**src/design/gpio_pkg.sv**
```systemverilog
// Purpose: constants shared by the parallel i/o port control block
// Assumes: apb slave with 32-bit data, 25 MHz bus clock, three ports of 16 pins total
// Notes:   pin counts per port are a fixed split: port a 8, port b 4, port c 4
//
// What this block does
// - Three parallel ports together give sixteen individually controlled pins.
// - An enabled shared peripheral takes a pin away from the general-purpose logic.
// - After reset every shared function is off and every pin is an input.
// - After reset slew limiting, high drive and pull-up bits are all clear.
// - With no shared function the direction bit enables the output buffer and picks the read source.
// - The input buffer stays on except for analog pins and output-only pins.
// - An enabled shared digital function drives the output buffer enable instead of the direction bit.
// - The direction bit still picks the read source while a digital function owns the pin.
// - An enabled analog function turns off both input and output buffers.
// - A data read gives zero for an input pin whose input buffer is off.
// - When digital and analog functions are both enabled the analog one wins.
package gpio_pkg;

	// ****************************************
	// geometry
	// ****************************************
	localparam int PIN_COUNT  = 16;
	localparam int PORT_COUNT = 3;
	localparam int PORTA_W    = 8;
	localparam int PORTB_W    = 4;
	localparam int PORTC_W    = 4;
	localparam int PORTA_LSB  = 0;
	localparam int PORTB_LSB  = 8;
	localparam int PORTC_LSB  = 12;

	// ****************************************
	// register byte offsets (three per port)
	// ****************************************
	localparam logic [7:0] OFS_A_DATA = 8'h00;
	localparam logic [7:0] OFS_A_DIR  = 8'h04;
	localparam logic [7:0] OFS_A_PAD  = 8'h08;
	localparam logic [7:0] OFS_B_DATA = 8'h10;
	localparam logic [7:0] OFS_B_DIR  = 8'h14;
	localparam logic [7:0] OFS_B_PAD  = 8'h18;
	localparam logic [7:0] OFS_C_DATA = 8'h20;
	localparam logic [7:0] OFS_C_DIR  = 8'h24;
	localparam logic [7:0] OFS_C_PAD  = 8'h28;
	localparam logic [7:0] OFS_SHARE  = 8'h30;
	localparam logic [7:0] OFS_ANALOG = 8'h34;
	localparam logic [7:0] OFS_STATUS = 8'h38;

	// pad control register field positions (per pin byte lanes)
	localparam int PAD_SLEW_LSB  = 0;
	localparam int PAD_DRIVE_LSB = 8;
	localparam int PAD_PULL_LSB  = 16;

	// ****************************************
	// reset values
	// ****************************************
	localparam logic [15:0] RST_DATA   = 16'h0000;
	localparam logic [15:0] RST_DIR    = 16'h0000;
	localparam logic [15:0] RST_PAD    = 16'h0000;
	localparam logic [15:0] RST_SHARE  = 16'h0000;
	localparam logic [15:0] RST_ANALOG = 16'h0000;

	// pins with no input buffer; none by default
	localparam logic [15:0] OUT_ONLY_MASK = 16'h0000;

	// apb slave states
	typedef enum logic [1:0] {
		APB_IDLE   = 2'b01,
		APB_ACCESS = 2'b10
	} apb_state_t;

	// port number of a byte address, 3 for non-port registers
	function automatic logic [1:0] portOf(input logic [7:0] addr);
		portOf = addr[5:4];
	endfunction : portOf

endpackage : gpio_pkg

```
**src/design/pin_sync.sv**
```systemverilog
// Purpose: two-stage synchroniser for the sixteen pin input levels
// Assumes: pin levels are asynchronous to mclk
// Notes:   first stage is read only by the second stage
`timescale 1ns/100ps
module pin_sync
	import gpio_pkg::*;
(
	input  wire logic                 mclk,    // bus clock
	input  wire logic                 rst_n,   // async reset, low
	input  wire logic [PIN_COUNT-1:0] asyncIn, // raw pin levels
	output logic      [PIN_COUNT-1:0] syncOut  // synchronised levels
);

	logic [PIN_COUNT-1:0] stage1_ff;
	logic [PIN_COUNT-1:0] stage2_ff;

	// two flops, metastability settles in the first
	always_ff @(posedge mclk or negedge rst_n) begin
		if (!rst_n) begin
			stage1_ff <= 16'h0000;
			stage2_ff <= 16'h0000;
		end else begin
			stage1_ff <= asyncIn;
			stage2_ff <= stage1_ff;
		end
	end

	assign syncOut = stage2_ff;

endmodule : pin_sync

```
**src/design/pin_mux.sv**
```systemverilog
// Purpose: per-pin buffer ownership and read-source selection
// Assumes: all inputs on mclk domain, pin level already synchronised
// Notes:   purely combinational; analog beats digital beats direction bit
`timescale 1ns/100ps
module pin_mux
	import gpio_pkg::*;
(
	input  wire logic [PIN_COUNT-1:0] dirBits,     // direction bits, 1 = output
	input  wire logic [PIN_COUNT-1:0] latchBits,   // output latch
	input  wire logic [PIN_COUNT-1:0] shareEn,     // shared digital enables
	input  wire logic [PIN_COUNT-1:0] shareOe,     // shared function output enable
	input  wire logic [PIN_COUNT-1:0] shareOut,    // shared function output data
	input  wire logic [PIN_COUNT-1:0] analogEn,    // analog function enables
	input  wire logic [PIN_COUNT-1:0] pinLevel,    // synchronised pin level
	output logic      [PIN_COUNT-1:0] outEnable,   // output buffer enable
	output logic      [PIN_COUNT-1:0] outValue,    // value at output buffer
	output logic      [PIN_COUNT-1:0] inBufEn,     // input buffer enable
	output logic      [PIN_COUNT-1:0] readValue    // port data read value
);

	logic [PIN_COUNT-1:0] digOwn;
	logic [PIN_COUNT-1:0] gatedIn;

	// digital function owns the pin only when analog is off
	assign digOwn    = shareEn & ~analogEn;
	// buffer enable: analog kills it, digital owns it, else direction
	assign outEnable = ~analogEn & ((digOwn & shareOe) | (~shareEn & dirBits));
	assign outValue  = (digOwn & shareOut) | (~shareEn & latchBits);
	// input buffer off for analog and output-only pins
	assign inBufEn   = ~analogEn & ~OUT_ONLY_MASK;
	assign gatedIn   = pinLevel & inBufEn;
	// direction bit picks the read source even under digital ownership
	assign readValue = (dirBits & latchBits) | (~dirBits & gatedIn);

endmodule : pin_mux

```
**src/design/parallel_io_port_control.sv**
```systemverilog
// Purpose: apb-mapped control of three parallel ports, sixteen pins
// Assumes: apb master on mclk; shared peripherals drive enables on mclk
// Notes:   pad control bits are stored and exported, pad cells act on them
//
// Our own choices: the APB register port and the register offsets.
`timescale 1ns/100ps
module parallel_io_port_control
	import gpio_pkg::*;
(
	input  wire logic                 mclk,          // bus clock, 25 MHz
	input  wire logic                 rst_n,         // async reset, low
	input  wire logic                 psel,          // apb select
	input  wire logic                 penable,       // apb enable
	input  wire logic                 pwrite,        // apb write
	input  wire logic [7:0]           paddr,         // apb byte address
	input  wire logic [31:0]          pwdata,        // apb write data
	input  wire logic [3:0]           pstrb,         // apb byte strobes
	output logic      [31:0]          prdata,        // apb read data
	output logic                      pready,        // apb ready
	output logic                      pslverr,       // apb error
	input  wire logic [PIN_COUNT-1:0] pinIn,         // pad input levels
	output logic      [PIN_COUNT-1:0] pinOut,        // pad output data
	output logic      [PIN_COUNT-1:0] pinOe,         // pad output enable
	output logic      [PIN_COUNT-1:0] pinInEn,       // pad input buffer enable
	output logic      [PIN_COUNT-1:0] slewLimitEn,   // slew limit per pin
	output logic      [PIN_COUNT-1:0] highDriveSel,  // high drive per pin
	output logic      [PIN_COUNT-1:0] pullupEn,      // pull-up per pin
	output logic      [PIN_COUNT-1:0] shareEnable,   // shared digital enables
	output logic      [PIN_COUNT-1:0] analogEnable,  // analog enables
	input  wire logic [PIN_COUNT-1:0] periphOe,      // shared function oe
	input  wire logic [PIN_COUNT-1:0] periphOut      // shared function data
);

	// ****************************************
	// storage
	// ****************************************
	logic [PIN_COUNT-1:0] latch_ff;
	logic [PIN_COUNT-1:0] dir_ff;
	logic [PIN_COUNT-1:0] slew_ff;
	logic [PIN_COUNT-1:0] drive_ff;
	logic [PIN_COUNT-1:0] pull_ff;
	logic [PIN_COUNT-1:0] share_ff;
	logic [PIN_COUNT-1:0] analog_ff;
	logic [31:0]          rdata_ff;
	apb_state_t           state_ff;
	apb_state_t           nxt_state;

	logic [PIN_COUNT-1:0] pinSync;
	logic [PIN_COUNT-1:0] readValue;
	logic [PIN_COUNT-1:0] outEnable;
	logic [PIN_COUNT-1:0] outValue;
	logic [PIN_COUNT-1:0] inBufEn;

	// ****************************************
	// input sync and pin muxing
	// ****************************************
	pin_sync u_sync (
		.mclk    (mclk),
		.rst_n   (rst_n),
		.asyncIn (pinIn),
		.syncOut (pinSync)
	);

	pin_mux u_mux (
		.dirBits   (dir_ff),
		.latchBits (latch_ff),
		.shareEn   (share_ff),
		.shareOe   (periphOe),
		.shareOut  (periphOut),
		.analogEn  (analog_ff),
		.pinLevel  (pinSync),
		.outEnable (outEnable),
		.outValue  (outValue),
		.inBufEn   (inBufEn),
		.readValue (readValue)
	);

	// ****************************************
	// apb decode
	// ****************************************
	// a zero-wait-state slave: setup, then access with pready high
	wire        setupPh  = psel & ~penable;
	wire        accessPh = psel & penable & (state_ff == APB_ACCESS);
	wire [1:0]  portSel  = portOf(paddr);
	wire [3:0]  regSel   = paddr[3:0];
	wire        isData   = (portSel != 2'd3) && (regSel == 4'h0);
	wire        isDir    = (portSel != 2'd3) && (regSel == 4'h4);
	wire        isPad    = (portSel != 2'd3) && (regSel == 4'h8);
	wire        isShare  = (paddr == OFS_SHARE);
	wire        isAnalog = (paddr == OFS_ANALOG);
	wire        isStatus = (paddr == OFS_STATUS);
	wire        mapped   = isData | isDir | isPad | isShare | isAnalog | isStatus;
	wire        wrStrobe = accessPh & pwrite & mapped;

	// pin positions of the addressed port
	wire [PIN_COUNT-1:0] portMask;
	wire [4:0]           portLsb;
	assign portMask = (portSel == 2'd0) ? 16'h00FF :
	                  (portSel == 2'd1) ? 16'h0F00 :
	                  (portSel == 2'd2) ? 16'hF000 : 16'h0000;
	assign portLsb  = (portSel == 2'd0) ? 5'(PORTA_LSB) :
	                  (portSel == 2'd1) ? 5'(PORTB_LSB) : 5'(PORTC_LSB);

	// byte-lane strobes, only lane 0 matters for port bits
	wire [PIN_COUNT-1:0] laneMask = pstrb[0] ? portMask : 16'h0000;
	wire [PIN_COUNT-1:0] wrPort   = 16'(pwdata[7:0]) << portLsb;

	// merged write value for a port-wide field
	function automatic logic [PIN_COUNT-1:0] merge(
		input logic [PIN_COUNT-1:0] old,
		input logic [PIN_COUNT-1:0] val,
		input logic [PIN_COUNT-1:0] mask);
		merge = (old & ~mask) | (val & mask);
	endfunction : merge

	wire [PIN_COUNT-1:0] slewWr  = 16'(pwdata[PAD_SLEW_LSB  +: 8]) << portLsb;
	wire [PIN_COUNT-1:0] driveWr = 16'(pwdata[PAD_DRIVE_LSB +: 8]) << portLsb;
	wire [PIN_COUNT-1:0] pullWr  = 16'(pwdata[PAD_PULL_LSB  +: 8]) << portLsb;
	wire [PIN_COUNT-1:0] padM1   = pstrb[1] ? portMask : 16'h0000;
	wire [PIN_COUNT-1:0] padM2   = pstrb[2] ? portMask : 16'h0000;
	wire [15:0]          wide16  = {pstrb[1] ? pwdata[15:8] : 8'h00,
	                                pstrb[0] ? pwdata[7:0]  : 8'h00};
	wire [15:0]          wideM   = {pstrb[1] ? 8'hFF : 8'h00, pstrb[0] ? 8'hFF : 8'h00};

	// read mux, port fields right-justified
	wire [PIN_COUNT-1:0] rdShift = (readValue & portMask) >> portLsb;
	wire [PIN_COUNT-1:0] dirSh   = (dir_ff    & portMask) >> portLsb;
	wire [PIN_COUNT-1:0] slewSh  = (slew_ff   & portMask) >> portLsb;
	wire [PIN_COUNT-1:0] drvSh   = (drive_ff  & portMask) >> portLsb;
	wire [PIN_COUNT-1:0] pullSh  = (pull_ff   & portMask) >> portLsb;
	wire [31:0] rdMux;
	assign rdMux = isData   ? {24'h000000, rdShift[7:0]} :
	               isDir    ? {24'h000000, dirSh[7:0]} :
	               isPad    ? {8'h00, pullSh[7:0], drvSh[7:0], slewSh[7:0]} :
	               isShare  ? {16'h0000, share_ff} :
	               isAnalog ? {16'h0000, analog_ff} :
	               isStatus ? {16'h0000, outEnable} : 32'h00000000;

	// ****************************************
	// apb state machine
	// ****************************************
	always_comb begin
		nxt_state = state_ff;
		case (state_ff)
			APB_IDLE:   if (setupPh) nxt_state = APB_ACCESS;
			APB_ACCESS: nxt_state = APB_IDLE;
			default:    nxt_state = APB_IDLE;
		endcase
	end

	always_ff @(posedge mclk or negedge rst_n) begin
		if (!rst_n) begin
			state_ff <= APB_IDLE;
		end else begin
			state_ff <= nxt_state;
		end
	end

	// read data captured in setup so it stands through access
	always_ff @(posedge mclk or negedge rst_n) begin
		if (!rst_n) begin
			rdata_ff <= 32'h00000000;
		end else if (setupPh && !pwrite) begin
			rdata_ff <= rdMux;
		end
	end

	assign pready  = accessPh;
	assign pslverr = accessPh & ~mapped;
	assign prdata  = rdata_ff;

	// ****************************************
	// register writes
	// ****************************************
	// latch written regardless of direction, so load-then-enable is glitch free
	always_ff @(posedge mclk or negedge rst_n) begin
		if (!rst_n) begin
			latch_ff <= RST_DATA;
		end else if (wrStrobe && isData) begin
			latch_ff <= merge(latch_ff, wrPort, laneMask);
		end
	end

	always_ff @(posedge mclk or negedge rst_n) begin
		if (!rst_n) begin
			dir_ff <= RST_DIR;
		end else if (wrStrobe && isDir) begin
			dir_ff <= merge(dir_ff, wrPort, laneMask);
		end
	end

	// pad controls, cleared on reset
	always_ff @(posedge mclk or negedge rst_n) begin
		if (!rst_n) begin
			slew_ff  <= RST_PAD;
			drive_ff <= RST_PAD;
			pull_ff  <= RST_PAD;
		end else if (wrStrobe && isPad) begin
			slew_ff  <= merge(slew_ff, slewWr, laneMask);
			drive_ff <= merge(drive_ff, driveWr, padM1);
			pull_ff  <= merge(pull_ff, pullWr, padM2);
		end
	end

	// shared-function enables, all off after reset
	always_ff @(posedge mclk or negedge rst_n) begin
		if (!rst_n) begin
			share_ff  <= RST_SHARE;
			analog_ff <= RST_ANALOG;
		end else begin
			if (wrStrobe && isShare) begin
				share_ff <= merge(share_ff, wide16, wideM);
			end
			if (wrStrobe && isAnalog) begin
				analog_ff <= merge(analog_ff, wide16, wideM);
			end
		end
	end

	// ****************************************
	// pin side outputs
	// ****************************************
	// pull-up is meaningless on driven or analog pins, pullupEn masks it here
	assign pinOut       = outValue;
	assign pinOe        = outEnable;
	assign pinInEn      = inBufEn;
	assign slewLimitEn  = slew_ff;
	assign highDriveSel = drive_ff;
	assign pullupEn     = pull_ff & ~outEnable & ~analog_ff;
	assign shareEnable  = share_ff;
	assign analogEnable = analog_ff;

endmodule : parallel_io_port_control

```
**config.mk**
```make
export PLATFORM = sky130hd
export DESIGN_NAME = parallel_io_port_control
export DESIGN_NICKNAME = d
export VERILOG_FILES = /design/src/design/gpio_pkg.sv /design/src/design/pin_sync.sv /design/src/design/pin_mux.sv /design/src/design/parallel_io_port_control.sv
export SDC_FILE = /design/constraint.sdc
export NUM_CORES = 1
export LEC_CHECK = 0
export BUFFER_PORTS_ARGS = -buffer_cell sky130_fd_sc_hd__buf_2
export CORE_AREA = 3 3 146 148
export DETAILED_ROUTE_END_ITERATION = 7
export DIE_AREA = 0 0 149 151
export PLACE_DENSITY = 0.73
export SETUP_SLACK_MARGIN = 0.3
export SLEW_MARGIN = 20
export SYNTH_ARGS = -nofsm -noshare
export SYNTH_HDL_FRONTEND = slang
export SYNTH_SLANG_ARGS = --single-unit
export TNS_END_PERCENT = 50
```
**constraint.sdc**
```tcl
create_clock -name mclk -period 2 [get_ports mclk]
set_input_delay 0.1 -clock mclk [delete_from_list [all_inputs] [get_ports mclk]]
set_output_delay 0.1 -clock mclk [all_outputs]
set_load 0.02 [all_outputs]
```
Word-level counts from Yosys, hierarchy flattened --
Index checks and enable logic that the tools add are counted.
Cells by class: eq/ne operators 11, reduce and logical (&&, ||, !) cells 12, shift-type cells 8, mux-type cells 20, bitwise gates (word level) 58
Operators by type and width (number):
- 16-bit AND | 27
- 16-bit bitwise OR | 10
- 16-bit 2-to-1 mux | 9
- 16-bit NOT | 8
- 16-bit by 4-bit >> shifter with 8-bit output | 5
- 24-bit 2-to-1 mux | 3
- 8-bit by 4-bit left shift with 16-bit output | 3
- 8-bit 2-to-1 mux | 4
- 8-bit by 6-bit equality test with 1-bit output, second input constant | 3
- 1-bit logical AND | 9
- 1-bit AND | 6
- 1-bit bitwise OR | 5
- 2-bit by 1-bit equality test with 1-bit output, second input constant | 2
- 2-bit equality test, second input constant | 2
- 4-bit by 3-bit equality test with 1-bit output, second input constant | 1
- 4-bit equality test, second input constant | 1
- 4-bit logical NOT | 1
- 2-bit 2-to-1 mux | 2
- 4-bit 2-to-1 mux | 1
- 2-bit != test, second input constant | 2
- 3-bit 2-to-1 mux | 1
- 2-bit logical NOT | 1
- 1-bit NOT | 2
- 1-bit logical NOT | 1
Word-level totals: output and inout port bits 162, word-level logic and storage cells 120, register bits after elaboration 178, input bits 97

Logic depth before layout (Yosys ltp) --
Gate-level depths: netlist of the first run.
depth after elaboration 11, depth in mapped cells 7, gate-level depth less buffers 5

Modules after synthesis --
A second synthesis of the first run with hierarchy kept.
Second synthesis, totals: cells, all modules 733, area, all modules 8369.3 µm²
Modules (own cells, without submodules):
- parallel_io_port_control | times used 1, seq. area each 3454.6 µm², cells an instance 573, area an instance 6807.8 µm²
- pin_sync | times used 1, seq. area each 800.8 µm², cells an instance 32, area an instance 800.8 µm²
- pin_mux | times used 1, seq. area each 0.0 µm², cells an instance 128, area an instance 760.7 µm²

Least setup slack after synthesis of the first run --
OpenSTA, ideal clock, no wires.
path kind register -> register, from register state_ff[0], to register (tool-made name), data arrival time 1880 ps, setup time 125 ps, buffers on the path 0, required time 1875 ps, cell stages (with the launch flop) 6, period minus slack after synthesis 2005 ps, slack -5 ps, path through dfstp_2 -> and4b_1 -> nand3_1 -> or3_4 -> nor3_4 -> mux2_2
RTL lines:
- from (decl) | RTL line parallel_io_port_control.sv:45 | apb_state_t state_ff;
- from (signal assigned) | RTL line parallel_io_port_control.sv:155 | state_ff <= nxt_state;

==> results of run 1 <==
## metrics by stage
step           hold slack, ns  power [µW]  setup WS (ns)  area, µm²
4_1_cts                0.0758        7210         0.0346      10700
3_5_place_dp            0.149        4100         0.0333       9760
5_1_grt                 0.101        7420        -0.0403      11100
6_report                0.103        7200        0.00606      11100
2_1_floorplan          -0.196        3800         0.0632       8040
3_3_place_gp            0.154        4090        -0.0437       9760
## worst min-delay path, delay by kind of cell
kind          cells  cell delay [ns]
mux               1             0.15
simple gates      1             0.11
buf+inv           1             0.15
## power groups by stage
stage	combinational, µW	clock (µW)	sequential (µW)
finish	587	3080	3530
global route	635	3250	3540
CTS	571	3110	3530
detailed placement	507	0	3590
global placement	499	0	3590
floorplan	187	0	3620
## layout make-up
class                   instances  share of cell area [%]
clock buffers                  18                    3.87
clock inverters                13                   0.960
inverters                      33                    1.12
multi-input cells             467                    34.0
flip-flops and latches        170                    38.5
well taps                     270                    3.05
repair buffers                327                    18.5
## cell usage after synthesis (2+ instances only)
cell,n
a221o_1,3
a32o_1,4
a22o_1,6
and3_1,18
nor3_4,2
o2bb2ai_1,3
nor3b_1,2
clkbuf_1,19
a21oi_1,40
nand2_1,52
o22a_1,4
o21ai_0,23
mux2i_1,36
nor2_1,49
a211oi_1,4
a22oi_1,5
nor2b_1,4
o221ai_1,10
mux2_2,116
a221oi_1,3
nand3_1,17
buf_4,9
and2_1,5
nor3_1,10
dfrtp_1,169
buf_1,4
nand2b_1,3
o22ai_1,24
inv_1,33
buf_2,9
## layer usage
metal  vias up  global-route usage (%)  share of wire [%]
met5         -                       0              0.039
met4         2                    11.7                4.2
met3        86                    5.75                7.5
met2       362                    38.4                 47
met1      3564                    32.9                 42
li1       3151                       -                  -
## repair_timing
action / 4_1_cts / 5_1_grt
buffers inserted: 4 / 4
cloned: 0 / 0
hold buffers: 39 / 0
pin swaps: 2 / 4
gates resized for setup: 8 / 78
setup endpoints to repair: 109 / 128
hold endpoints to repair: 255 / 0
## worst paths after layout
check | startpoint | endpoint | slack [ns] | cells after the start
min in group asynchronous | rst_n | u_sync.stage1_ff[1] | 0.23 | 3
worst max-delay path | state_ff[0] | register | 0.006 | 6
max in group asynchronous | rst_n | asynchronous set/reset pin | 1.17 | 3
worst min register to register | u_sync.stage1_ff[0] | u_sync.syncOut[0] | 0.34 | 0
worst min-delay path | pstrb[2] | register | 0.10 | 3
worst max register to register | state_ff[0] | register | 0.006 | 6
## logic make-up after synthesis
kind of cell / after synthesis
flip-flops: 170
other: 1
AND/OR/NAND/NOR: 174
multiplexers: 152
buffers and inverters: 74
AO/OA/AOI/OAI: 133
==> impl_metrics.xml, run 1 <==
<?xml version="1.0" encoding="UTF-8"?>
<metrics>
  <group name="detailed_routing">
    <metric name="num_vias" unit="">7165</metric>
    <metric name="detailedRoute.firstPassIterationCount" unit="">5</metric>
    <metric name="drt-total-wl" unit="mm">28.4</metric>
    <metric name="drc_violation_total_after_the_first_tritonroute_iteration" unit="">600</metric>
    <metric name="drc_errors" unit="">0</metric>
    <metric name="routedWlPerCell" unit="µm">21.9</metric>
    <metric name="ant_nets" unit="">0</metric>
    <metric name="detail_routed_via_count_per_cell" unit="">5.52</metric>
  </group>
  <group name="logic_synthesis">
    <metric name="synthSimpleGateAreaFrac" unit="%">10.8</metric>
    <metric name="share_of_flip_flops_with_an_asynchronous_set_or_reset_after_synthesis" unit="%">100</metric>
    <metric name="synth_top_family_by_area" unit="">multiplexers</metric>
    <metric name="synth.yosys.warnings" unit="">0</metric>
    <metric name="yosys.cell_types.count" unit="">48</metric>
    <metric name="yosysTopAreaCellShare" unit="%">53.0</metric>
    <metric name="synth.cell_area" unit="µm²">7970</metric>
    <metric name="synth_cells" unit="">704</metric>
    <metric name="synth.top_cells.by_area" unit="">dfrtp_1, mux2_2, mux2i_1</metric>
    <metric name="synth-compound-area-share" unit="%">10.8</metric>
    <metric name="average_cell_area_after_synthesis" unit="µm²">11.3</metric>
    <metric name="synth-adder-area-share" unit="%">0</metric>
    <metric name="synth_enable_flop_cells" unit="">0</metric>
    <metric name="synth-seq-cells" unit="">170</metric>
    <metric name="ys_seq_area_share" unit="%">53.4</metric>
    <metric name="synth-xor-area-share" unit="%">0</metric>
    <metric name="synth_ff_type" unit="">dfrtp_1</metric>
    <metric name="synth_area_leader_cell" unit="">dfrtp_1</metric>
    <metric name="synthMuxAreaShare" unit="%">20.9</metric>
  </group>
  <group name="clocking">
    <metric name="clkSlewWorstSetupHoldPaths" unit="ns">0.07</metric>
    <metric name="cts_tree" unit="">yes</metric>
    <metric name="cts_buffers" unit="">17</metric>
    <metric name="clock_tree_root" unit="">clkbuf_16</metric>
    <metric name="clock_insertion_delay_worst_skew" unit="ns">0.44</metric>
    <metric name="cts-root-to-sink-buffers" unit="">2</metric>
    <metric name="clkSinkCount" unit="">170</metric>
    <metric name="ctsHtreeMaxLevel" unit="">4</metric>
  </group>
  <group name="final_layout">
    <metric name="layout_commonest_cell" unit="">buf_2</metric>
    <metric name="layout-area-overhead-vs-synth" unit="%">38.9</metric>
    <metric name="finish.cell_count_without_fillers" unit="">1298</metric>
    <metric name="multiInputGateArea" unit="µm²">3760</metric>
    <metric name="final_cell_mix" unit="">buf_2, dfrtp_1, mux2_2, nor2_1, nand2_1</metric>
    <metric name="antenna_cells_inserted" unit="">0</metric>
    <metric name="final_core_util" unit="%">54.9</metric>
    <metric name="filler_cell_count" unit="">1739</metric>
    <metric name="seq_area" unit="µm²">4260</metric>
    <metric name="final_layout_size_suffix_gt1_share" unit="%">46.6</metric>
    <metric name="finalNetCount" unit="">1113</metric>
  </group>
  <group name="grt">
    <metric name="global_route.overflow_total" unit="">0</metric>
    <metric name="via_count_of_the_first_global_routing_pass" unit="">7195</metric>
    <metric name="grt_start_max_net_pins" unit="">78</metric>
    <metric name="antenna_violations_before_repair" unit="">1</metric>
    <metric name="globalRouteTotalUtil" unit="%">24.7</metric>
    <metric name="grt_first_pass_wirelength" unit="mm">42.0</metric>
  </group>
  <group name="sta">
    <metric name="finalMaxSlewViolations" unit="">0</metric>
    <metric name="max_slew_margin" unit="%">37.8</metric>
    <metric name="timing_hold_violations_final" unit="">0</metric>
    <metric name="rsz0062_at_grt" unit="">true</metric>
    <metric name="final_count_of_negative_setup_slack_endpoints" unit="">0</metric>
    <metric name="tns" unit="ns">0</metric>
    <metric name="worst_pin_slew" unit="ns">0.929</metric>
    <metric name="achievable-frequency" unit="MHz">502</metric>
    <metric name="post-route-period-util" unit="%">99.7</metric>
    <metric name="finalWorstPathRequiredPeriod" unit="ns">1.99</metric>
    <metric name="timing.clock.skew" unit="ns">0.00932</metric>
  </group>
  <group name="placement">
    <metric name="io_buffer_count" unit="">241</metric>
    <metric name="dpl.hpwl" unit="mm">20.9</metric>
    <metric name="gpl.final_weighted_congestion" unit="">0.906</metric>
    <metric name="placed_cells_incl_taps" unit="">1220</metric>
  </group>
  <group name="flow_run">
    <metric name="cap_viol_max_count" unit="">0</metric>
  </group>
  <group name="die">
    <metric name="start_util" unit="%">39.5</metric>
    <metric name="die_height" unit="µm">151</metric>
    <metric name="coreArea" unit="µm²">20200</metric>
    <metric name="design.die.area" unit="µm²">22500</metric>
    <metric name="num_io_pins" unit="">259</metric>
    <metric name="die_width" unit="µm">149</metric>
    <metric name="placementRows" unit="">52</metric>
  </group>
  <group name="critical_path">
    <metric name="crit_chain" unit="">and4b_2, nand3_4, or3_4, nor3_4, buf_12, mux2_2</metric>
    <metric name="worst_setup_path_category" unit="">reg -&gt; reg</metric>
    <metric name="cpMaxStageDelayCell" unit="">dfstp_2</metric>
    <metric name="cpLargestDelayFamily" unit="">simple AND/OR/NAND/NOR gates</metric>
    <metric name="maximum_single_stage_delay_on_the_critical_path" unit="ns">0.37</metric>
    <metric name="crit_buf_inv" unit="">1</metric>
    <metric name="crit_path_end_kind" unit="">register</metric>
    <metric name="critical_path_peak_fanout" unit="">8</metric>
    <metric name="critical_path_required" unit="ns">2.32</metric>
    <metric name="start_kind" unit="">register</metric>
    <metric name="cp.arrival" unit="ns">2.31</metric>
  </group>
  <group name="pwr">
    <metric name="internal_power" unit="µW">5410</metric>
    <metric name="netSwitchingFraction" unit="%">24.8</metric>
    <metric name="share_seq_of_total_power" unit="%">49.1</metric>
    <metric name="switching_power" unit="µW">1790</metric>
    <metric name="vdd_ir_drop_max" unit="V">0.000613</metric>
    <metric name="power_frac_clock" unit="%">42.8</metric>
    <metric name="pwr_density_cell" unit="nW/µm²">650</metric>
    <metric name="static-leakage-power" unit="µW">0.00571</metric>
    <metric name="pwr-share-comb" unit="%">8.2</metric>
  </group>
  <group name="worst_hold_path">
    <metric name="hp-class" unit="">in -&gt; reg</metric>
  </group>
  <group name="run_status">
    <metric name="outcome" unit="">finished clean</metric>
  </group>
</metrics>
No activity file was read; power rests on OpenSTA's default activity.
==> run 2: changes to the inputs <==
Settings changed: MAX_ROUTING_LAYER set to met4, PLACE_DENSITY 0.73 to not set.
==> run 2 against run 1 <==
  * Sequential power about the same
  * Final area fell by 0.89%
  * Global-route usage up 0.56 points
  * Highest routed layer is now met4
  * Critical path type unchanged
  * Die area unchanged
  * Core utilization decreased by 0.49 points
  * Cell count grew 0.15%
  * Clock-buffer cell count increased by 6
  * Worst hold slack worse by 0.067 ns
  * Worst setup slack improved by 0.052 ns
  * Fmax grew 2.7%
  * Sequential share of layout area rose by 0.29 points
==> impl_metrics.xml, run 2 (synthesis gave the netlist of run 1 again) <==
<?xml version="1.0" encoding="UTF-8"?>
<metrics>
  <group name="clocking">
    <metric name="cts_buffers" unit="">17</metric>
    <metric name="clock_insertion_delay_worst_skew" unit="ns">0.43</metric>
    <metric name="clkSlewWorstSetupHoldPaths" unit="ns">0.06</metric>
    <metric name="ctsHtreeMaxLevel" unit="">4</metric>
    <metric name="clkSinkCount" unit="">170</metric>
    <metric name="clock_tree_root" unit="">clkbuf_16</metric>
    <metric name="cts_tree" unit="">yes</metric>
    <metric name="cts-root-to-sink-buffers" unit="">2</metric>
  </group>
  <group name="critical_path">
    <metric name="start_kind" unit="">register</metric>
    <metric name="critical_path_peak_fanout" unit="">8</metric>
    <metric name="r2r.worst_path.cells" unit="">6</metric>
    <metric name="crit_path_end_kind" unit="">register</metric>
    <metric name="cpMaxStageDelayCell" unit="">or3_4</metric>
    <metric name="critical_path_required" unit="ns">2.31</metric>
    <metric name="crit_buf_inv" unit="">1</metric>
    <metric name="cpLargestDelayFamily" unit="">simple AND/OR/NAND/NOR gates</metric>
    <metric name="cp.arrival" unit="ns">2.25</metric>
    <metric name="worst_setup_path_category" unit="">reg -&gt; reg</metric>
    <metric name="reg2reg_from" unit="">state_ff[0]</metric>
    <metric name="crit_chain" unit="">and4b_2, nand3_4, or3_4, nor3_4, buf_12, mux2_2</metric>
    <metric name="maximum_single_stage_delay_on_the_critical_path" unit="ns">0.37</metric>
    <metric name="crit_cells" unit="">6</metric>
    <metric name="setup.worst_path.start" unit="">state_ff[0]</metric>
  </group>
  <group name="final_layout">
    <metric name="final_cell_mix" unit="">buf_2, dfrtp_1, mux2_2, nand2_1, nor2_1</metric>
    <metric name="layout_commonest_cell" unit="">buf_2</metric>
    <metric name="finalNetCount" unit="">1115</metric>
    <metric name="post_layout_inst_area" unit="µm²">11000</metric>
    <metric name="layout-area-overhead-vs-synth" unit="%">37.7</metric>
    <metric name="final_layout_size_suffix_gt1_share" unit="%">44.6</metric>
  </group>
  <group name="detailed_routing">
    <metric name="drt-total-wl" unit="mm">27.7</metric>
    <metric name="routedWlPerCell" unit="µm">21.3</metric>
    <metric name="drc_errors" unit="">0</metric>
    <metric name="drc_violation_total_after_the_first_tritonroute_iteration" unit="">546</metric>
    <metric name="detailedRoute.firstPassIterationCount" unit="">6</metric>
    <metric name="detail_routed_via_count_per_cell" unit="">5.35</metric>
    <metric name="ant_nets" unit="">0</metric>
    <metric name="num_vias" unit="">6954</metric>
  </group>
  <group name="placement">
    <metric name="cell_area_after_placement" unit="µm²">9800</metric>
    <metric name="io_buffer_count" unit="">241</metric>
    <metric name="gpl.final_weighted_congestion" unit="">0.895</metric>
    <metric name="dpl.hpwl" unit="mm">20.6</metric>
  </group>
  <group name="die">
    <metric name="die_width" unit="µm">149</metric>
    <metric name="start_util" unit="%">39.5</metric>
    <metric name="coreArea" unit="µm²">20200</metric>
    <metric name="num_io_pins" unit="">259</metric>
    <metric name="design.die.area" unit="µm²">22500</metric>
    <metric name="die_height" unit="µm">151</metric>
    <metric name="placementRows" unit="">52</metric>
  </group>
  <group name="sta">
    <metric name="timing.clock.skew" unit="ns">0.00713</metric>
    <metric name="final_count_of_negative_setup_slack_endpoints" unit="">0</metric>
    <metric name="worst_pin_slew" unit="ns">0.510</metric>
    <metric name="post-route-period-util" unit="%">97.1</metric>
    <metric name="finalWorstPathRequiredPeriod" unit="ns">1.94</metric>
    <metric name="achievable-frequency" unit="MHz">515</metric>
    <metric name="tns" unit="ns">0</metric>
    <metric name="timing_hold_violations_final" unit="">0</metric>
    <metric name="rsz0062_at_grt" unit="">true</metric>
    <metric name="max_slew_margin" unit="%">65.9</metric>
    <metric name="finalMaxSlewViolations" unit="">0</metric>
  </group>
  <group name="worst_hold_path">
    <metric name="hp-class" unit="">in -&gt; reg</metric>
    <metric name="hold_start" unit="">psel</metric>
    <metric name="worstHoldPathCells" unit="">3</metric>
  </group>
  <group name="grt">
    <metric name="grt_first_pass_wirelength" unit="mm">41.6</metric>
    <metric name="global_route.overflow_total" unit="">0</metric>
    <metric name="antenna_violations_before_repair" unit="">1</metric>
    <metric name="via_count_of_the_first_global_routing_pass" unit="">6856</metric>
    <metric name="grt_start_max_net_pins" unit="">60</metric>
    <metric name="globalRouteTotalUtil" unit="%">25.3</metric>
  </group>
  <group name="pwr">
    <metric name="pwr_density_cell" unit="nW/µm²">687</metric>
    <metric name="vdd_ir_drop_max" unit="V">0.000593</metric>
    <metric name="static-leakage-power" unit="µW">0.00563</metric>
  </group>
  <group name="flow_run">
    <metric name="cap_viol_max_count" unit="">0</metric>
  </group>
  <group name="run_status">
    <metric name="outcome" unit="">finished clean</metric>
  </group>
</metrics>
run 2: cell count changes in the layout (fill, tap and decap cells not counted), sizes merged:
| cell | delta |
|---|---|
| clkbuf | +6 |
| clkinv | -6 |
| clkinvlp | -4 |
| buf | +2 |
| bufinv | +2 |
| diode | +1 |
| inv | +1 |
run 2: path summary, 6_finish.rpt:
path	endpoint	slack, ns
setup / recovery	register	0.06
hold / removal	state_ff[0]	0.04
setup reg to reg	register	0.06
hold reg to reg	u_sync.syncOut[6]	0.35
max in group asynchronous	asynchronous set/reset pin	1.12
min in group asynchronous	asynchronous set/reset pin	0.18
run 2: per-stage QoR:
step                      setup WS, ns  util [%]  power [µW]  instances  hold slack [ns]
after floorplan                 0.0632         -        3800        711           -0.196
after global placement          0.0666      48.6        4100       1223           0.0671
after detailed placement        0.0484      48.6        4110       1223           0.0674
after CTS                       0.0679      54.0        7580       1295           0.0106
after global routing           0.00227      54.4        7800       1299           0.0218
final                           0.0582      54.4        7540       1300           0.0360
run 2: layout make-up:
type,instances,area (µm²)
clock inverters,6,111
fillers,1828,9190
flip-flops and latches,170,4260
clock buffers,24,492
well taps,270,338
repair buffers,329,2080
diodes,1,2.50
multi-input cells,467,3580
inverters,33,124
run 2: worst reg2reg max path: stages (launching register included):
cell and delay [ns]:
dfstp_2 0.36, and4b_2 0.33, nand3_4 0.10, or3_4 0.37, nor3_4 0.17, buf_12 0.16
mux2_2 0.34
run 2: timing repair:
| action | in CTS | in global routing |
|---|---|---|
| resized for setup | 16 | 12 |
| hold buffers | 39 | 0 |
| endpoints found under the setup margin | 101 | 132 |
| pin swaps | 3 | 4 |
| setup buffers | 3 | 4 |
| endpoints found under the hold margin | 128 | 0 |
run 2: where the power goes:
| group | leakage [µW] | internal, µW | switching, µW |
|---|---|---|---|
| Combinational | 0.00305 | 228 | 358 |
| Sequential | 0.00229 | 3500 | 30.4 |
| Clock | 0.000293 | 2090 | 1330 |
| Total | 0.00563 | 5820 | 1720 |
run 2: per-layer routing:
layer,vias up,routed length [µm],GRT usage (%)
li1,3157,-,-
met1,3492,12100,33.8
met2,278,13400,39.8
met3,27,1770,5.77
met4,0,459,5.58
met5,-,0,-
==> run 3: changes to the inputs <==
Settings changed: PLACE_DENSITY set to 0.67.
Clock period 2 ns to 1.7 ns, I/O delays scaled along.
==> run 3 against run 2 <==
  * The flow now finishes with violations (setup timing)
  * Clock skew grew 0.00057 ns
  * Sequential power grew 18%
  * Worst setup slack lost 0.27 ns
  * Critical path type unchanged
==> impl_metrics.xml, run 3 (synthesis gave the netlist of run 1 again) <==
<?xml version="1.0" encoding="UTF-8"?>
<metrics>
  <group name="worst_hold_path">
    <metric name="worstHoldPathCells" unit="">3</metric>
    <metric name="hp-class" unit="">in -&gt; reg</metric>
    <metric name="hold_start" unit="">pstrb[2]</metric>
  </group>
  <group name="detailed_routing">
    <metric name="drc_errors" unit="">0</metric>
    <metric name="routedWlPerCell" unit="µm">21.4</metric>
    <metric name="ant_nets" unit="">0</metric>
    <metric name="detailedRoute.firstPassIterationCount" unit="">5</metric>
    <metric name="num_vias" unit="">7085</metric>
    <metric name="drc_violation_total_after_the_first_tritonroute_iteration" unit="">418</metric>
    <metric name="detail_routed_via_count_per_cell" unit="">5.35</metric>
    <metric name="drt-total-wl" unit="mm">28.3</metric>
  </group>
  <group name="critical_path">
    <metric name="cp.arrival" unit="ns">2.22</metric>
    <metric name="worst_setup_path_category" unit="">reg -&gt; reg</metric>
    <metric name="critical_path_required" unit="ns">2.01</metric>
    <metric name="critical_path_peak_fanout" unit="">5</metric>
    <metric name="r2r.worst_path.cells" unit="">8</metric>
    <metric name="crit_path_end_kind" unit="">register</metric>
    <metric name="reg2reg_setup_slack" unit="ns">-0.21</metric>
    <metric name="start_kind" unit="">register</metric>
    <metric name="reg2reg_from" unit="">state_ff[0]</metric>
  </group>
  <group name="die">
    <metric name="die_width" unit="µm">149</metric>
    <metric name="coreArea" unit="µm²">20200</metric>
    <metric name="die_height" unit="µm">151</metric>
    <metric name="placementRows" unit="">52</metric>
    <metric name="start_util" unit="%">39.5</metric>
    <metric name="design.die.area" unit="µm²">22500</metric>
    <metric name="num_io_pins" unit="">259</metric>
  </group>
  <group name="final_layout">
    <metric name="layout-area-overhead-vs-synth" unit="%">48.2</metric>
    <metric name="finalNetCount" unit="">1138</metric>
    <metric name="post_layout_inst_area" unit="µm²">11800</metric>
    <metric name="layout_commonest_cell" unit="">buf_2</metric>
    <metric name="finish.cell_count_without_fillers" unit="">1325</metric>
    <metric name="final_cell_mix" unit="">buf_2, dfrtp_1, mux2_2, buf_4, nand2_1</metric>
    <metric name="final_layout_size_suffix_gt1_share" unit="%">50.4</metric>
    <metric name="filler_cell_count" unit="">1711</metric>
    <metric name="multiInputGateArea" unit="µm²">3940</metric>
    <metric name="seq_area" unit="µm²">4260</metric>
  </group>
  <group name="grt">
    <metric name="antenna_violations_before_repair" unit="">1</metric>
    <metric name="global_route.overflow_total" unit="">0</metric>
    <metric name="via_count_of_the_first_global_routing_pass" unit="">7062</metric>
    <metric name="grt_first_pass_wirelength" unit="mm">41.6</metric>
    <metric name="grt_start_max_net_pins" unit="">50</metric>
    <metric name="globalRouteTotalUtil" unit="%">25.3</metric>
  </group>
  <group name="clocking">
    <metric name="cts_tree" unit="">yes</metric>
    <metric name="clock_insertion_delay_worst_skew" unit="ns">0.42</metric>
    <metric name="clock_tree_root" unit="">clkbuf_16</metric>
    <metric name="cts_buffers" unit="">17</metric>
    <metric name="clkSinkCount" unit="">170</metric>
    <metric name="clkSlewWorstSetupHoldPaths" unit="ns">0.06</metric>
    <metric name="cts-root-to-sink-buffers" unit="">2</metric>
    <metric name="ctsHtreeMaxLevel" unit="">4</metric>
  </group>
  <group name="pwr">
    <metric name="static-leakage-power" unit="µW">0.00588</metric>
    <metric name="vdd_ir_drop_max" unit="V">0.000685</metric>
    <metric name="pwr_density_cell" unit="nW/µm²">770</metric>
  </group>
  <group name="sta">
    <metric name="final_count_of_negative_setup_slack_endpoints" unit="">106</metric>
    <metric name="finalMaxSlewViolations" unit="">0</metric>
    <metric name="timing.clock.skew" unit="ns">0.00770</metric>
    <metric name="smallest_hold_slack" unit="ns">0.0919</metric>
    <metric name="worst_pin_slew" unit="ns">0.715</metric>
    <metric name="max_slew_margin" unit="%">52.2</metric>
    <metric name="achievable-frequency" unit="MHz">523</metric>
    <metric name="post-route-period-util" unit="%">112</metric>
    <metric name="tns" unit="ns">-11.76</metric>
    <metric name="setup_slack" unit="ns">-0.211</metric>
    <metric name="finalWorstPathRequiredPeriod" unit="ns">1.91</metric>
    <metric name="timing_hold_violations_final" unit="">0</metric>
    <metric name="rsz0062_at_grt" unit="">true</metric>
  </group>
  <group name="placement">
    <metric name="cell_area_after_placement" unit="µm²">10100</metric>
    <metric name="pre_cts_slack" unit="ns">-0.183</metric>
    <metric name="io_buffer_count" unit="">241</metric>
    <metric name="placed_cells_incl_taps" unit="">1248</metric>
    <metric name="dpl.hpwl" unit="mm">21.0</metric>
    <metric name="gpl.final_weighted_congestion" unit="">0.914</metric>
  </group>
  <group name="run_status">
    <metric name="outcome" unit="">finished with violations</metric>
    <metric name="violations_in_the_final_reports" unit="">setup timing</metric>
  </group>
  <group name="flow_run">
    <metric name="cap_viol_max_count" unit="">0</metric>
  </group>
</metrics>
==> run 3: how the worst max path moves through the flow <==
stage                            from   endpoint  slack [ns]
after CTS                 state_ff[0]   register       -0.20
after global placement       paddr[1]  prdata[1]       -0.16
after detailed placement     paddr[0]  prdata[1]       -0.18
after global routing      state_ff[0]   register       -0.26
after floorplan           state_ff[0]   register       -0.24
final                     state_ff[0]   register       -0.21
==> run 3: final cells by class <==
cell class | instances | share of cell area, %
timing repair buffer | 352 | 21.3
clock inverter | 11 | 1.65
antenna | 3 | 0.0635
clock buffer | 19 | 3.66
multi-input combinational | 467 | 33.4
inverter | 33 | 1.05
tap | 270 | 2.86
sequential | 170 | 36.1
==> run 3: critical path, stage by stage, from the launching register on <==
cell and delay (ns):
dfstp_2 0.52, and4b_2 0.25, buf_4 0.16, nand2_4 0.10, nor2_4 0.07, buf_6 0.13, buf_4 0.13, nand3_4 0.10
mux2_2 0.35
==> run 3: repair_timing <==
item	4_1_cts	5_1_grt
pin swaps	21	28
endpoints found under the setup margin	158	175
endpoints found under the hold margin	132	0
buffers inserted	2	3
cloned	0	0
gates resized for setup	96	74
hold buffers	39	0
==> run 3: through the flow <==
stage,utilization (%),total power [µW]
floorplan,-,4480
global placement,50.0,4870
detailed placement,50.0,4870
CTS,56.9,9140
global route,58.6,9390
finish,58.6,9090
==> run 3: where the power goes <==
part | switching, µW | total [µW] | internal, µW | leakage, µW
clock network | 1590 | 4190 | 2600 | 0.000301
logic | 450 | 750 | 300 | 0.00329
registers | 32.2 | 4150 | 4120 | 0.00228
total | 2070 | 9090 | 7020 | 0.00588
==> run 3: routing by layer <==
layer	routed length (µm)	share of wire (%)	vias to the layer above	track usage, %
li1	-	-	3211	-
met1	11600	41	3527	32.3
met2	13800	49	289	39.4
met3	2000	7.1	58	5.80
met4	936	3.3	0	10.2
met5	0	0	-	-
